### config.mk
export PLATFORM = sky130hd
export DESIGN_NAME = lsmcfg_regs
export DESIGN_NICKNAME = d
export VERILOG_FILES = /design/src/lsmcfg_wdog.v /design/src/lsmcfg_regs.v
export VERILOG_INCLUDE_DIRS = /design/src
export SDC_FILE = /design/constraint.sdc
export NUM_CORES = 1
export LEC_CHECK = 0
export BUFFER_PORTS_ARGS = -buffer_cell sky130_fd_sc_hd__buf_2
export CAP_MARGIN = 25
export CELL_PAD_IN_SITES_DETAIL_PLACEMENT = 2
export CELL_PAD_IN_SITES_GLOBAL_PLACEMENT = 2
export CORE_ASPECT_RATIO = 0.75
export CORE_UTILIZATION = 32
export DETAILED_ROUTE_END_ITERATION = 6
export GPL_TIMING_DRIVEN = 0
export HOLD_SLACK_MARGIN = 0.06
export PLACE_DENSITY_LB_ADDON = 0.25
export SLEW_MARGIN = 20
export SYNTH_ARGS = -nofsm -noshare
export SYNTH_HDL_FRONTEND = slang
export SYNTH_SLANG_ARGS = --single-unit
### constraint.sdc
create_clock -name clk_i -period 4.25 [get_ports clk_i]
set_clock_uncertainty 0.15 [all_clocks]
set_input_delay 0.6375 -clock clk_i [delete_from_list [all_inputs] [get_ports clk_i]]
set_output_delay 0.6375 -clock clk_i [all_outputs]
set_load 0.02 [all_outputs]
### src/lsmcfg_regs.vh
`ifndef LSMCFG_REGS_VH
`define LSMCFG_REGS_VH

// register offsets
`define LSM_ADDR_THR_1_4   8'h04
`define LSM_ADDR_THR_5_8   8'h05
`define LSM_ADDR_THR_9_12  8'h06
`define LSM_ADDR_WDOG_CID  8'h07
`define LSM_ADDR_WD_PATT   8'h08
`define LSM_ADDR_OVRD      8'h09
`define LSM_ADDR_GRPA      8'h0A

// reset values
`define LSM_RST_THR        12'h000
`define LSM_RST_WD_DUR     4'h0
`define LSM_RST_CID        6'h01
`define LSM_RST_SW12       12'h000

// field positions
`define LSM_THR_MSB        11
`define LSM_WD_DUR_MSB     9
`define LSM_WD_DUR_LSB     6
`define LSM_CID_MSB        5
`define LSM_SW_MSB         11
`define LSM_GRPA_CODE      4'h1

// timing: watchdog runs on a 1 us tick
`define LSM_CLK_MHZ        200
`define LSM_TICK_NS        1000
`define LSM_TICK_CYCLES    ((`LSM_TICK_NS * `LSM_CLK_MHZ) / 1000)
`define LSM_WD_200US       23'h0000C8
`define LSM_WD_500US       23'h0001F4
`define LSM_WD_1MS         23'h0003E8
`define LSM_WD_2MS         23'h0007D0
`define LSM_WD_5MS         23'h001388
`define LSM_WD_10MS        23'h002710
`define LSM_WD_20MS        23'h004E20
`define LSM_WD_50MS        23'h00C350
`define LSM_WD_100MS       23'h0186A0
`define LSM_WD_200MS       23'h030D40
`define LSM_WD_500MS       23'h07A120
`define LSM_WD_1S          23'h0F4240
`define LSM_WD_2S          23'h1E8480
`define LSM_WD_5S          23'h4C4B40
`endif

### src/lsmcfg_wdog.v
`timescale 1ns/1ps
`include "lsmcfg_regs.vh"
module lsmcfg_wdog #(
  parameter TICK_CYCLES = `LSM_TICK_CYCLES
) (
  // clock and reset
  input  wire        clk_i,
  input  wire        srst_i,
  // control
  input  wire [3:0]  dur_code_i,
  input  wire        kick_i,
  // status
  output reg         timeout_o
);
  // ==========================================================
  // duration lookup, in microsecond ticks
  function [22:0] lsm_dur;
    input [3:0] code;
    begin
      case (code)
        4'h1:    lsm_dur = `LSM_WD_200US;
        4'h2:    lsm_dur = `LSM_WD_500US;
        4'h3:    lsm_dur = `LSM_WD_1MS;
        4'h4:    lsm_dur = `LSM_WD_2MS;
        4'h5:    lsm_dur = `LSM_WD_5MS;
        4'h6:    lsm_dur = `LSM_WD_10MS;
        4'h7:    lsm_dur = `LSM_WD_20MS;
        4'h8:    lsm_dur = `LSM_WD_50MS;
        4'h9:    lsm_dur = `LSM_WD_100MS;
        4'hA:    lsm_dur = `LSM_WD_200MS;
        4'hB:    lsm_dur = `LSM_WD_500MS;
        4'hC:    lsm_dur = `LSM_WD_1S;
        4'hD:    lsm_dur = `LSM_WD_2S;
        default: lsm_dur = `LSM_WD_5S;
      endcase
    end
  endfunction

  // divider end count, cut to the divider width on purpose
  localparam integer TICK_LAST_I = TICK_CYCLES - 1;
  localparam [15:0]  TICK_LAST   = TICK_LAST_I[15:0];

  reg  [15:0] div_cnt;
  reg  [22:0] us_cnt;
  reg  [3:0]  code_q;
  reg         expired;
  wire        tick    = (div_cnt == TICK_LAST);
  wire        enabled = (dur_code_i != `LSM_RST_WD_DUR);
  // a new code restarts the wait so a shorter setting cannot fire at once
  wire        restart = kick_i | (dur_code_i != code_q) | ~enabled;

  // ==========================================================
  // tick divider and silence counter
  always @(posedge clk_i) begin
    if (srst_i) begin
      div_cnt   <= 16'h0000;
      us_cnt    <= 23'h000000;
      code_q    <= `LSM_RST_WD_DUR;
      expired   <= 1'b0;
      timeout_o <= 1'b0;
    end else begin
      code_q    <= dur_code_i;
      timeout_o <= 1'b0;
      if (restart) begin
        div_cnt <= 16'h0000;
        us_cnt  <= 23'h000000;
        expired <= 1'b0;
      end else begin
        div_cnt <= tick ? 16'h0000 : div_cnt + 16'h0001;
        if (tick && !expired) begin
          if (us_cnt == lsm_dur(dur_code_i) - 23'h000001) begin
            timeout_o <= 1'b1;
            expired   <= 1'b1;
          end else begin
            us_cnt <= us_cnt + 23'h000001;
          end
        end
      end
    end
  end
endmodule // lsmcfg_wdog

### src/lsmcfg_regs.v
`timescale 1ns/1ps
`include "lsmcfg_regs.vh"
module lsmcfg_regs #(
  parameter TICK_CYCLES = `LSM_TICK_CYCLES
) (
  // clock and reset
  input  wire        clk_i,
  input  wire        srst_i,
  // register port from the serial command decoder
  input  wire        reg_wr_i,
  input  wire        reg_rd_i,
  input  wire [7:0]  reg_addr_i,
  input  wire [15:0] reg_wdata_i,
  output reg  [15:0] reg_rdata_o,
  output reg         reg_rvalid_o,
  // serial link events
  input  wire        valid_cmd_i,
  input  wire [5:0]  cluster_id_rx_i,
  output wire        cluster_accept_o,
  input  wire        wd_flag_clr_i,
  output reg         wd_flag_o,
  output wire        fault_n_o,
  // dimming core
  input  wire        switching_enable_i,
  input  wire [11:0] pwm_open_i,
  output reg  [11:0] switch_open_o,
  output wire        pwm_counter_clear_o,
  output wire [11:0] fault_detect_en_o,
  output wire [35:0] short_threshold_select_o,
  // group A addressing
  input  wire        group_a_duty_wr_i,
  input  wire        group_phase_shift_wr_i,
  input  wire        group_dim_delay_wr_i,
  input  wire [3:0]  group_sel_code_i,
  output wire [11:0] group_a_duty_hit_o,
  output wire [11:0] group_a_phase_hit_o,
  output wire [11:0] group_a_delay_hit_o
);
  // ==========================================================
  // storage
  reg  [11:0] thr_1_4;
  reg  [11:0] thr_5_8;
  reg  [11:0] thr_9_12;
  reg  [3:0]  wd_dur;
  reg  [5:0]  cluster_id;
  reg  [11:0] wd_pattern;
  reg  [11:0] forced_closed;
  reg  [11:0] group_a_member;
  reg  [11:0] next_switch_open;
  wire        wd_timeout;

  // thresholds locked while switching runs, else the change is dropped
  wire thr_wr_ok = reg_wr_i & ~switching_enable_i;

  // ==========================================================
  // register writes
  always @(posedge clk_i) begin
    if (srst_i) begin
      thr_1_4        <= `LSM_RST_THR;
      thr_5_8        <= `LSM_RST_THR;
      thr_9_12       <= `LSM_RST_THR;
      wd_dur         <= `LSM_RST_WD_DUR;
      cluster_id     <= `LSM_RST_CID;
      wd_pattern     <= `LSM_RST_SW12;
      forced_closed  <= `LSM_RST_SW12;
      group_a_member <= `LSM_RST_SW12;
    end else begin
      if (thr_wr_ok && reg_addr_i == `LSM_ADDR_THR_1_4) begin
        thr_1_4 <= reg_wdata_i[`LSM_THR_MSB:0];
      end
      if (thr_wr_ok && reg_addr_i == `LSM_ADDR_THR_5_8) begin
        thr_5_8 <= reg_wdata_i[`LSM_THR_MSB:0];
      end
      if (thr_wr_ok && reg_addr_i == `LSM_ADDR_THR_9_12) begin
        thr_9_12 <= reg_wdata_i[`LSM_THR_MSB:0];
      end
      if (reg_wr_i && reg_addr_i == `LSM_ADDR_WDOG_CID) begin
        wd_dur <= reg_wdata_i[`LSM_WD_DUR_MSB:`LSM_WD_DUR_LSB];
        cluster_id <= reg_wdata_i[`LSM_CID_MSB:0];
      end
      if (reg_wr_i && reg_addr_i == `LSM_ADDR_WD_PATT) begin
        wd_pattern <= reg_wdata_i[`LSM_SW_MSB:0];
      end
      if (reg_wr_i && reg_addr_i == `LSM_ADDR_OVRD) begin
        forced_closed <= reg_wdata_i[`LSM_SW_MSB:0];
      end
      if (reg_wr_i && reg_addr_i == `LSM_ADDR_GRPA) begin
        group_a_member <= reg_wdata_i[`LSM_SW_MSB:0];
      end
    end
  end

  // ==========================================================
  // register reads, one cycle latency, unmapped reads give zero
  always @(posedge clk_i) begin
    if (srst_i) begin
      reg_rdata_o  <= 16'h0000;
      reg_rvalid_o <= 1'b0;
    end else begin
      reg_rvalid_o <= reg_rd_i;
      if (reg_rd_i) begin
        case (reg_addr_i)
          `LSM_ADDR_THR_1_4:  reg_rdata_o <= {4'h0, thr_1_4};
          `LSM_ADDR_THR_5_8:  reg_rdata_o <= {4'h0, thr_5_8};
          `LSM_ADDR_THR_9_12: reg_rdata_o <= {4'h0, thr_9_12};
          `LSM_ADDR_WDOG_CID: reg_rdata_o <= {6'h00, wd_dur, cluster_id};
          `LSM_ADDR_WD_PATT:  reg_rdata_o <= {4'h0, wd_pattern};
          `LSM_ADDR_OVRD:     reg_rdata_o <= {4'h0, forced_closed};
          `LSM_ADDR_GRPA:     reg_rdata_o <= {4'h0, group_a_member};
          default:            reg_rdata_o <= 16'h0000;
        endcase
      end
    end
  end

  // ==========================================================
  // watchdog
  lsmcfg_wdog #(
    .TICK_CYCLES (TICK_CYCLES)
  ) u_wdog (
    .clk_i      (clk_i),
    .srst_i     (srst_i),
    .dur_code_i (wd_dur),
    .kick_i     (valid_cmd_i),
    .timeout_o  (wd_timeout)
  );

  // set beats clear so a timeout in the clear cycle is not lost
  always @(posedge clk_i) begin
    if (srst_i) begin
      wd_flag_o <= 1'b0;
    end else if (wd_timeout) begin
      wd_flag_o <= 1'b1;
    end else if (wd_flag_clr_i) begin
      wd_flag_o <= 1'b0;
    end
  end

  assign fault_n_o = ~wd_flag_o;

  // ==========================================================
  // switch state: watchdog, then disable, then override, then pwm
  always @* begin
    if (wd_flag_o) begin
      next_switch_open = ~wd_pattern;
    end else if (!switching_enable_i) begin
      next_switch_open = 12'h000;
    end else begin
      next_switch_open = pwm_open_i & ~forced_closed;
    end
  end

  always @(posedge clk_i) begin
    if (srst_i) begin
      switch_open_o <= 12'h000;
    end else begin
      switch_open_o <= next_switch_open;
    end
  end

  assign pwm_counter_clear_o = ~switching_enable_i;
  assign fault_detect_en_o   = switch_open_o;

  // ==========================================================
  // threshold codes to the fault comparators, switch 1 in the low bits
  assign short_threshold_select_o = {thr_9_12, thr_5_8, thr_1_4};

  // ==========================================================
  // addressing qualifiers
  assign cluster_accept_o = (cluster_id_rx_i == cluster_id);

  wire grp_code_a = (group_sel_code_i == `LSM_GRPA_CODE);
  assign group_a_duty_hit_o  = {12{group_a_duty_wr_i}}
                               & group_a_member;
  assign group_a_phase_hit_o = {12{group_phase_shift_wr_i & grp_code_a}}
                               & group_a_member;
  assign group_a_delay_hit_o = {12{group_dim_delay_wr_i & grp_code_a}}
                               & group_a_member;
endmodule // lsmcfg_regs

==> run summary, run 1 <==
The flow ran to the end, and the final reports show no timing, DRC or antenna violations. The tools report the number of nets with antenna violations after detailed routing as 0. For the count of cell types in the netlist, the log shows 68. Wires add up to 35600 um. The tree is rooted in a sky130_fd_sc_hd__clkbuf_16. The design draws 3.48 mW. The startpoint class of the critical path was a flip-flop. The remaining design rule violation count was 0; the number of detailed-route iterations in the first pass was 6. The area overhead of the layout relative to synthesis is 22.5%.

By area the synthesized netlist is led by sky130_fd_sc_hd__dfxtp_1 (41%), sky130_fd_sc_hd__nand2_1 (6.9%), sky130_fd_sc_hd__a21oi_1 (6.8%), sky130_fd_sc_hd__nand3_1 (4.2%), sky130_fd_sc_hd__nor2_1 (3.6%). In the synthesized netlist the async set-or-reset flop fraction comes to 0%. The number of clock buffers added by TritonCTS is 17. The portion of the clock cycle consumed by the worst path in the final layout came out at 91.5%. The maximum fanout along the worst path is 10. The standard-cell row count was 50.

The top cell types in the final layout, fill and taps aside, are sky130_fd_sc_hd__dfxtp_1 (173), sky130_fd_sc_hd__buf_2 (163), sky130_fd_sc_hd__nand2_1 (155). The clock slew at the register clock pins of the worst setup and hold paths was 0.06 ns. The total leakage power was 4.11 nW; the setup-violating endpoint count in the final report was 0.

Register bit total from synthesis: 173. The final critical delay including setup and external delays came out at 3.89 ns. The tools report the pin count of the biggest net entering global routing as 17. The logs give 1311 for the net count reported at finish and 26900 sq um for the die area. At the worst endpoint, the arrival time is 4.11 ns. In this run, placement finished with an instance count of 1559.

The number of global-route vias before repair was 9157. TritonCTS built the clock tree. The run gives 0.360 ns as the final setup slack of the worst path. The logs give 173 for the I/O pin total and 54100 um for the global-route wire length before repair. In the final layout, the share of cells above drive strength 1 is 18.4%. Detailed placement finished with a half-perimeter wire length of 26700 um.

STA classifies the critical path endpoint as a flip-flop. The violation count after the first detailed-routing iteration came out at 572. For the pin with the worst max-slew slack, the measured transition is 1.00 ns. Pre-CTS setup slack: -0.559 ns. The core occupancy in the finished layout was 40.6%; the required time of the critical path was 4.47 ns.

Hold is met by 0.301 ns. Setup repair after global routing left no endpoint under its margin. Dividing the synthesized area by the synthesized cell count gives 7.96 sq um. The maximum number of buffers from clock root to sink was 2; the die boundary height was 142 um. Buffers inserted to repair hold after CTS numbered 0.

Area of the placeable core: 25300 sq um. The finished layout holds 1593 standard cells, fillers aside. The leading cell type in the layout, fill and taps excluded is sky130_fd_sc_hd__dfxtp_1. The logs give 4 for the number of levels the H-tree was split into and 0 for the yosys synthesis warning count.

The horizontal extent of the die is 189 um. The insertion delay of the later-clocked pin in the worst-skew pair is 0.45 ns. Yosys mapped a number of flops with a built-in enable equal to 0. The most area-hungry cell type in the Yosys netlist is sky130_fd_sc_hd__dfxtp_1. The number of vias after detailed routing was 8869.

The number of antenna violations at the first check in global routing came out at 0. Timing would allow up to 0.257 GHz. For the tightest slew margin relative to the limit, the log shows 32.6%. The primary flip-flop cell chosen by synthesis mapping was sky130_fd_sc_hd__dfxtp_1. Global routing finished with a remaining overflow of 0. After detailed placement, the total cell area comes to 9650 sq um. The category of the most critical setup path is reg -> reg.

The area share of the largest cell type after synthesis was 41.2%. For this configuration, the core starts out at a cell density of 33.2%. Summing all non-filler instances in the final layout gives an area of 10300 sq um.

The mean number of vias per cell is 5.57, and the worst vdd rail ir drop is 292 uV. The worst hold path belongs to the class reg -> reg. Summing every instance area after synthesis gives 8400 sq um. The run gives 0 as the number of violations of the max-capacitance limit. The count of buffers inserted at the top-level ports is 162, and the clock sink count is 173. The power per standard cell area is 338 nW/um^2, and the number of standard cells after synthesis is 1056. Sequential cells were found to cover 41.2% of the synthesized design area. The total inserted antenna cells is 0, and the placer's final routability congestion estimate is 0.895. For this run, the total global-route usage over all layers was measured as 26.6%.

For the number of pins with negative max-slew slack in the final report, the log shows 0. In the final timing run, aggregate negative setup slack is 0 ns. Dividing the detail-routed wire length by the instance count gives 22.4 um. The tools report the count of final hold-check violations as 0.
critical path: stages (launching register included):
cell	delay, ns
sky130_fd_sc_hd__dfxtp_1	0.37
sky130_fd_sc_hd__inv_1	0.09
sky130_fd_sc_hd__ha_1	0.21
sky130_fd_sc_hd__nor3b_2	0.46
sky130_fd_sc_hd__nand3_1	0.40
sky130_fd_sc_hd__or3_1	0.49
sky130_fd_sc_hd__a22oi_1	0.36
sky130_fd_sc_hd__nand4bb_2	0.26
sky130_fd_sc_hd__o211ai_2	0.41
sky130_fd_sc_hd__clkbuf_2	0.35
sky130_fd_sc_hd__o21ai_0	0.15
sky130_fd_sc_hd__a21oi_1	0.13
what timing repair did:
item	4_1_cts	5_1_grt
gates resized for setup	1	1
endpoints found under the setup margin	5	21
endpoints found under the hold margin	0	0
buffers inserted	0	3
metal layers:
metal / part of all wire, % / global-route usage, % / vias to the layer above
li1: - / - / 4068
met4: 1.6 / 6.83 / 0
met1: 49 / 38.1 / 4446
met2: 43 / 40.6 / 308
met5: 0 / 0 / -
met3: 7.1 / 5.00 / 47
path summary, 6_finish.rpt:
kind / start / end / slack, ns / depth (start not counted)
worst max-delay path: flip-flop / u_wdog.us_cnt[18]$_SDFFE_PP0P_ / 0.36 / 11
worst min register to register: u_wdog.div_cnt[0]$_SDFF_PP0_ / u_wdog.div_cnt[0]$_SDFF_PP0_ / 0.30 / 1
worst min-delay path: u_wdog.div_cnt[0]$_SDFF_PP0_ / u_wdog.div_cnt[0]$_SDFF_PP0_ / 0.30 / 1
worst max register to register: flip-flop / u_wdog.us_cnt[18]$_SDFFE_PP0P_ / 0.36 / 11
power breakdown:
part           internal [mW]  total, mW  switching (mW)
clock                  0.993       1.69           0.695
combinational         0.0474      0.162           0.115
sequential              1.63       1.63         0.00414
total                   2.67       3.48           0.813
Yosys cell counts, drive strengths merged (3+ instances only):
library cell / number
dfxtp: 173
nand2: 155
a21oi: 114
nor2: 81
nand3: 71
clkbuf: 58
inv: 37
and3: 36
a22oi: 27
o21ai: 27
xnor2: 25
buf: 22
nor2b: 21
xor2: 20
and2: 19
nor3: 17
nand4: 15
or3: 13
a32oi: 12
ha: 12
a222oi: 9
mux2i: 8
nor4: 6
or4: 6
a31oi: 5
a211o: 4
a21o: 4
nor4b: 4
o22ai: 4
a22o: 3
and3b: 3
and4: 3
nand2b: 3
o31ai: 3
or2: 3
layout make-up:
cell class | count | area [sq um]
fill | 2930 | 15000
sequential | 173 | 3460
tap | 338 | 423
buffer | 80 | 378
clock inverter | 12 | 170
multi-input combinational | 768 | 4450
clock buffer | 19 | 443
timing repair buffer | 165 | 833
inverter | 38 | 143
cell families (layout without fill, tap and decap cells):
family / count (synthesis) / count (layout) / share of synthesized area, %
muxes: 9 / 9 / 1.22
other: 1 / 4 / 0.0446
xor gates and xnor gates: 45 / 45 / 4.69
adders and majority gates: 12 / 12 / 1.79
and+or+nand+nor: 463 / 463 / 27.0
AOI/OAI and AO/OA: 235 / 235 / 17.8
buffers and inverters: 118 / 314 / 6.19
DFF: 173 / 173 / 41.2
No activity file was read; power rests on OpenSTA's default activity.
==> inputs of run 2 (changes only) <==
--- a/config.mk
+++ b/config.mk
@@ -8,10 +8,10 @@
 export LEC_CHECK = 0
 export BUFFER_PORTS_ARGS = -buffer_cell sky130_fd_sc_hd__buf_2
 export CAP_MARGIN = 25
-export CELL_PAD_IN_SITES_DETAIL_PLACEMENT = 2
-export CELL_PAD_IN_SITES_GLOBAL_PLACEMENT = 2
+export CELL_PAD_IN_SITES_DETAIL_PLACEMENT = 1
+export CELL_PAD_IN_SITES_GLOBAL_PLACEMENT = 1
 export CORE_ASPECT_RATIO = 0.75
-export CORE_UTILIZATION = 32
+export CORE_UTILIZATION = 35
 export DETAILED_ROUTE_END_ITERATION = 6
 export GPL_TIMING_DRIVEN = 0
 export HOLD_SLACK_MARGIN = 0.06
==> run summary, run 2 (synthesis results as in run 1) <==
The run finished with clean final reports. The core region is 23300 sq um. The number of antenna violations at the first check in global routing was 0.

The arrival time reported for the critical path endpoint is 4.17 ns, and the I/O pin total is 173. Clock tree synthesis found a total of 173 sinks. For this run, the total global-route usage over all layers was measured as 25.7%.

The cell with the biggest individual delay on the critical path was sky130_fd_sc_hd__nor3b_1. After detailed routing, the average wire length per cell comes to 20.1 um. Adding up every negative setup slack in the final design gives 0 ns. The clock tree synthesis step divided the H-tree into 4 levels. In the routed design, unresolved DRC markers number 0. Counting both buffers and inverters, the worst setup path holds a total of 2.

The number of gates resized after CTS was 0. Setup violations remaining at the end of the flow were counted as 0. The total clock buffers created by CTS was 17; the number of buffers inserted to repair setup after CTS was 0. The kind of cell adding the most delay to the critical path was simple AND/OR/NAND/NOR gates. The top cell types in the final layout, fill and taps aside, are sky130_fd_sc_hd__dfxtp_1 (173), sky130_fd_sc_hd__buf_2 (163), sky130_fd_sc_hd__nand2_1 (155).

The run gives 0 as the number of pins with negative max-slew slack in the final report. Category of the most critical setup path: reg -> reg. At the end of the flow the core is filled with cells to 43.9%.

For this block, the initial DRC count from the detailed router was 702. STA classifies the critical path endpoint as a flip-flop. Slew at the pin closest to its max-slew limit: 0.879 ns. The clock slew at the register clock pins of the worst setup and hold paths came out at 0.07 ns.

Leaving out fill and tap cells, the most frequent cell in the layout is sky130_fd_sc_hd__dfxtp_1. The insertion delay of the later-clocked pin in the worst-skew pair is 0.44 ns, and the layout cell share with drive strength beyond 1 is 18.3%. The routed layout has 8683 vias. For this design the ratio of total power to cell area is 341 nW/um^2. Clock tree synthesis selected as its root buffer the cell sky130_fd_sc_hd__clkbuf_16. Based on the critical path, the design can be clocked at up to 0.253 GHz. After detailed routing, the total wire length is 31200 um. IR analysis of the VDD net gives a maximum drop of 314 uV. Tightest slew margin relative to the limit: 40.9%. The final critical delay including setup and external delays works out to 3.95 ns. The run gives 2 as the maximum number of buffers from clock root to sink. The pre-antenna-repair detailed-routing pass consisted of 6 iterations.

Across the run, the number of max-cap violations was 0. The horizontal extent of the die is 181 um, and the starting utilization of the core area is 36.1%. The die covers 24600 sq um. TritonCTS built the clock tree. For the total leakage power, the log shows 4.08 nW. Of all nets on the critical path, the largest fanout is 10. The tightest min-delay check is of the reg -> reg type.

0 antenna diodes ended up in the layout. For this run the aggregate overflow at the end of global routing stands at 0. The count of final hold-check violations is 0.

The floorplan step set the die height to 136 um. The first global-routing pass estimated 48500 um of wire. Hold is met by 0.302 ns.

Detailed placement ended at an HPWL of 23600 um. For the net count reported at finish, the log shows 1308. Hold repair after CTS inserted 0 buffers. The count of buffers inserted at the top-level ports was 162; the number of global-route vias before repair was 8534. The standard-cell row count was 48.

Relative to the synthesized area, the layout overhead comes to 21.8%. The portion of the clock cycle consumed by the worst path in the final layout came out at 93.0%. The required time of the critical path is 4.47 ns, and the maximum cell stage delay along the critical path is 0.64 ns. Entering global routing, the biggest net connects 17 pins. For the number of nets with antenna violations after detailed routing, the log shows 0. Traced cell by cell, the critical path runs through inv_1, ha_1, nor3b_1, nand3_1, o31ai_1, nand2_1, or4_4, o211ai_2, clkbuf_2, o21ai_0, a21oi_1. Setup repair after global routing left no endpoint under its margin. In the routed layout, each cell is associated on average with a via count of 5.59. The placer's final routability congestion estimate came out at 0.935.

The tools report the startpoint class of the critical path as a flip-flop.
==> run 2: cell types whose count changed in the layout (fill, tap and decap cells not counted), moves of 2 or more <==
cell,delta
sky130_fd_sc_hd__inv_6,+4
sky130_fd_sc_hd__clkinvlp_4,+2
sky130_fd_sc_hd__clkinv_2,-5
sky130_fd_sc_hd__inv_8,+2
sky130_fd_sc_hd__buf_4,-3
==> run 2: final timing paths <==
kind	startpoint	endpoint	slack, ns	depth (start not counted)
max	flip-flop	u_wdog.us_cnt[16]$_SDFFE_PP0P_	0.30	11
min	u_wdog.expired$_SDFFE_PP0P_	u_wdog.expired$_SDFFE_PP0P_	0.30	1
max reg2reg	flip-flop	u_wdog.us_cnt[16]$_SDFFE_PP0P_	0.30	11
min reg2reg	u_wdog.expired$_SDFFE_PP0P_	u_wdog.expired$_SDFFE_PP0P_	0.30	1
==> run 2: stage by stage <==
stage	worst slack [ns]	power, mW	instance area (sq um)	std cells
floorplan	0.691	1.74	8420	1059
global placement	-0.409	1.82	9600	1521
detailed placement	-0.391	1.82	9600	1521
CTS	0.0453	3.50	10200	1552
global route	0.00490	3.58	10200	1552
finish	0.297	3.49	10200	1552
==> run 2: area by class of cell <==
class                   instances  area (sq um)
inverters                      38           143
clock inverters                13           179
well taps                     300           375
plain buffers                  80           378
fillers                      2903         13100
flip-flops and latches        173          3460
clock buffers                  18           439
multi-input cells             768          4450
repair buffers                162           811
==> run 2: metal layers <==
layer | up-vias | routed length [um] | part of all wire (%) | global-route usage (%)
met2 | 311 | 12900 | 41 | 37.9
met4 | 0 | 461 | 1.5 | 5.79
met3 | 31 | 2330 | 7.5 | 6.13
met1 | 4279 | 15500 | 50 | 37.4
li1 | 4062 | - | - | -
met5 | - | 0 | 0 | 0
==> run 2: power breakdown <==
part           leakage (nW)  total (mW)  internal [mW]  switching [mW]
Sequential             1.40        1.63           1.63         0.00397
Combinational          2.39       0.159         0.0474           0.112
Clock                 0.294        1.70          0.955           0.743
Total                  4.08        3.49           2.63           0.858
==> run 2: worst register-to-register path: stages (launching register included) <==
cell                       delay [ns]
sky130_fd_sc_hd__dfxtp_1         0.36
sky130_fd_sc_hd__inv_1           0.08
sky130_fd_sc_hd__ha_1            0.22
sky130_fd_sc_hd__nor3b_1         0.65
sky130_fd_sc_hd__nand3_1         0.44
sky130_fd_sc_hd__o31ai_1         0.45
sky130_fd_sc_hd__nand2_1         0.10
sky130_fd_sc_hd__or4_4           0.46
sky130_fd_sc_hd__o211ai_2        0.39
sky130_fd_sc_hd__clkbuf_2        0.32
sky130_fd_sc_hd__o21ai_0         0.15
sky130_fd_sc_hd__a21oi_1         0.13
==> inputs of run 3 (changes only) <==
--- a/config.mk
+++ b/config.mk
@@ -6,6 +6,7 @@
 export SDC_FILE = /design/constraint.sdc
 export NUM_CORES = 1
 export LEC_CHECK = 0
+export ABC_AREA = 1
 export BUFFER_PORTS_ARGS = -buffer_cell sky130_fd_sc_hd__buf_2
 export CAP_MARGIN = 25
 export CELL_PAD_IN_SITES_DETAIL_PLACEMENT = 1
@@ -16,7 +17,7 @@
 export GPL_TIMING_DRIVEN = 0
 export HOLD_SLACK_MARGIN = 0.06
 export PLACE_DENSITY_LB_ADDON = 0.25
-export SLEW_MARGIN = 20
+export SLEW_MARGIN = 10
 export SYNTH_ARGS = -nofsm -noshare
 export SYNTH_HDL_FRONTEND = slang
 export SYNTH_SLANG_ARGS = --single-unit
==> constraint.sdc (replaced) <==
create_clock -name clk_i -period 3.9 [get_ports clk_i]
set_clock_uncertainty 0.15 [all_clocks]
set_input_delay 0.585 -clock clk_i [delete_from_list [all_inputs] [get_ports clk_i]]
set_output_delay 0.585 -clock clk_i [all_outputs]
set_load 0.02 [all_outputs]
==> run summary, run 3 <==
The run finished, with violations left. The checks that failed: design-rule violations. During synthesis, Yosys emitted a total of 0 warnings. In this design, the largest share of critical-path delay is due to simple AND/OR/NAND/NOR gates.

Layout cell share with drive strength beyond 1: 17.0%. Total power consumption of the routed design: 3.70 mW. The worst setup path is captured at a flip-flop. The count of flip-flops with a built-in enable after synthesis is 0, and the area of the placeable core is 24900 sq um. The worst setup path is launched from an input pin. By count the netlist is led by sky130_fd_sc_hd__nand2_1 (236), sky130_fd_sc_hd__inv_1 (186), sky130_fd_sc_hd__dfxtp_1 (173). For the sequential cell area in the final layout, the log shows 3460 sq um. The post-cts resize count was 0; the final instance count without filler cells was 1839. At the end of routability-driven placement, the weighted congestion stood at 0.918. The library cells used most frequently in the layout, excluding fill and tap cells, are sky130_fd_sc_hd__nand2_1 (236), sky130_fd_sc_hd__inv_1 (186), sky130_fd_sc_hd__dfxtp_1 (173).

Count of cell types in the netlist: 46. The number of global-route vias before repair was 9159. Counting along the longest clock path gives a buffer depth of 2.

The worst pin sits at a relative slew slack of 35.9%. The number of vias after detailed routing is 9428. The floorplan step defined a die boundary enclosing 26000 sq um.

The maximum fanout along the worst path was 10. Summed over all nets, the half-perimeter wirelength after detailed placement is 25900 um. Dividing the detail-routed via count by the number of cells gives 5.13.

The total met2 wirelength after detailed routing came out at 13500 um. The area overhead of the layout relative to synthesis works out to 20.6%. At the pin with the least slew margin, the transition time is 0.955 ns.

The run gives 4370 sq um as the area taken by multi-input logic gates. Synthesis produced a netlist whose cell count is 1303. The count of final hold-check violations was 0. The number of pins with negative max-slew slack in the final report was 0; the share of total power consumed by net switching was 26.1%. The switching power of the nets came out at 0.965 mW. The first detailed-routing pass ran for 7 iterations. The standard-cell row count is 50, and the power per standard cell area is 346 nW/um^2.

The starting utilization of the core area is 35.6%. The number of antenna violations at the first check in global routing came out at 0. Summed over all cells, the static leakage comes to 4.65 nW.

Per report_power, the sequential group accounts for 48.0% of the total. The number of nets with antenna violations after detailed routing was 0. The number of placed cells counting well taps was 1807.

On the critical path, the stage with the largest delay is an instance of sky130_fd_sc_hd__nor3_1. After synthesis the cells add up to 8870 sq um. The clock sink count was 173. The tools report the required time of the critical path as 4.05 ns.

The library cell used most frequently in the layout, excluding fill and tap cells, is sky130_fd_sc_hd__nand2_1. The later pin in the worst-skew pair is clocked with a latency of 0.44 ns. For the number of fill cells in the layout, the log shows 3336.

For this run, the slowest stage of the critical path takes 0.62 ns. Met3 routed wirelength: 2600 um. The tools report the number of levels the H-tree was split into as 4.

The run gives 32800 um as the total wirelength of the detailed-routed design. The logic gate share of total power was 5.0%; the design internal power was 2.73 mW. The clock slew at the register clock pins of the worst setup and hold paths works out to 0.07 ns. Adding up every negative setup slack in the final design gives 0 ns. The min-delay analysis places its worst path in the category in -> reg.

The violation count after the first detailed-routing iteration was 526. Walking the worst path, the cells encountered are buf_2, inv_1, nand2_1, nor4_4, nand2_4, nand2_1, inv_1, nor3_1, inv_1, ha_1, nand2_1, nor2_1, a21oi_1, o21ai_0. The finished cells cover 10700 sq um. After detailed routing, the wire length on met1 is 16500 um. Max-cap violations in this run came to 0. Summing the sequential cell areas from Yosys gives 39.0% of the chip area. The worst-case IR drop observed on VDD is 296 uV. The post-synthesis area per instance is 6.81 sq um. The placed instances occupy a cell area of 10100 sq um.

The run gives 17 as the total clock buffers created by CTS. For the net count reported at finish, the log shows 1556. Setup repair after global routing left no endpoint under its margin. The area share of the largest cell type after synthesis came out at 39.0%. Routed wire length per instance: 17.8 um.

Counting I/O delays and the setup requirement, the final critical path takes 3.40 ns. The total inserted antenna cells is 0. The I/O pin total was 173; the setup-violating endpoint count in the final report was 0. For this run, the leading register cell type out of synthesis is sky130_fd_sc_hd__dfxtp_1. Entering global routing, the biggest net connects 18 pins. From bottom edge to top edge, the die measures 140 um. Of the available clock period, the critical path in the final layout requires 87.3%. Yosys attributes the largest share of cell area to sky130_fd_sc_hd__dfxtp_1 (39%), sky130_fd_sc_hd__nand2_1 (10%), sky130_fd_sc_hd__inv_1 (7.9%), sky130_fd_sc_hd__a21oi_1 (6.7%), sky130_fd_sc_hd__nor2_1 (6.6%).

The maximum clock frequency is 0.294 GHz. The highest layer touched by signal routing is met4. For the remaining design rule violation count, the log shows 1. Per report_power, the clock group accounts for 46.9% of the total. The share of synthesized flip-flops with an asynchronous set or reset was 0%.

The logs give 0 for the total congestion overflow and 50600 um for the global-route wire length before repair. The worst path buffer plus inverter count came out at 4. The tools report the number of buffers inserted to repair setup after CTS as 0. Synthesis inferred 173 register bits.

The largest total area in the synthesized netlist belongs to sky130_fd_sc_hd__dfxtp_1. Measured along the x axis, the die boundary spans 186 um. The critical path in this run is classified as in -> reg. The combined global-route utilization of all metal layers was 25.5%; the count of buffers inserted at the top-level ports was 163. After clock tree synthesis, the flow added hold-fix buffers numbering 0.

At the worst endpoint, the arrival time is 3.55 ns. In the post-synthesis netlist, the cell with the most instances is sky130_fd_sc_hd__nand2_1. Clock tree synthesis selected as its root buffer the cell sky130_fd_sc_hd__clkbuf_16. TritonCTS built the clock tree.
## run 3: per-stage QoR
| step | util [%] | worst slack (ns) | hold WS, ns |
|---|---|---|---|
| detailed placement | 40.7 | 0.114 | 0.306 |
| CTS | 43.0 | 0.569 | 0.256 |
| global placement | 40.7 | 0.228 | 0.296 |
| global route | 43.0 | 0.257 | 0.273 |
| floorplan | - | 1.01 | 0.266 |
| finish | 43.0 | 0.496 | 0.270 |
## run 3: power by group through the flow
| stage | Clock (mW) | Combinational (mW) | Sequential, mW |
|---|---|---|---|
| finish | 1.74 | 0.186 | 1.78 |
| global route | 1.83 | 0.199 | 1.78 |
| CTS | 1.77 | 0.182 | 1.78 |
| detailed placement | 0 | 0.180 | 1.82 |
| global placement | 0 | 0.177 | 1.82 |
| floorplan | 0 | 0.0837 | 1.83 |
## run 3: logic make-up after synthesis
group	Yosys count	synth area share (%)
xor+xnor	28	2.92
other cells	1	0.0423
compound gates	272	16.7
flops	173	39.0
fa+ha+maj	12	1.69
buf+inv	255	11.8
simple gates	562	27.8
## run 3: worst paths after layout
check        cells after the start                              end  slack, ns                         from
max                             14                        flip-flop       0.50                reg_addr_i[3]
min                              3  fault_detect_en_o[8]$_SDFF_PP0_       0.27                pwm_open_i[8]
max reg2reg                     16    u_wdog.us_cnt[6]$_SDFFE_PP0P_       1.10                    flip-flop
min reg2reg                      2      reg_rdata_o[8]$_SDFFE_PP0P_       0.32  reg_rdata_o[8]$_SDFFE_PP0P_
## run 3: layer usage
layer | global-route usage (%) | vias up
li1 | - | 4597
met1 | 38.4 | 4524
met2 | 36.6 | 288
met3 | 5.64 | 19
met4 | 5.82 | 0
met5 | 0 | -
## run 3: cell type report
cell class | count | share of cell area (%)
Buffer | 60 | 2.93
Clock inverter | 15 | 1.43
Timing Repair Buffer | 163 | 7.62
Inverter | 195 | 6.86
Sequential cell | 173 | 32.4
Clock buffer | 17 | 3.97
Multi-Input combinational cell | 878 | 40.9
Tap cell | 338 | 3.95
## run 3: worst register-to-register path, cell delays in order, from the launching register on
cell and delay, ns:
sky130_fd_sc_hd__dfxtp_1 0.34, sky130_fd_sc_hd__inv_1 0.08, sky130_fd_sc_hd__ha_1 0.25, sky130_fd_sc_hd__nand2_1 0.13, sky130_fd_sc_hd__nor2_1 0.40, sky130_fd_sc_hd__nand3_1 0.15, sky130_fd_sc_hd__nand3_1 0.13, sky130_fd_sc_hd__nand2_1 0.06
sky130_fd_sc_hd__nor2_1 0.20, sky130_fd_sc_hd__nand2_1 0.08, sky130_fd_sc_hd__nor2_1 0.13, sky130_fd_sc_hd__nand3_1 0.12, sky130_fd_sc_hd__buf_4 0.20, sky130_fd_sc_hd__nand3_1 0.11, sky130_fd_sc_hd__nand2_1 0.07, sky130_fd_sc_hd__nand2_1 0.06
sky130_fd_sc_hd__nor2_1 0.05
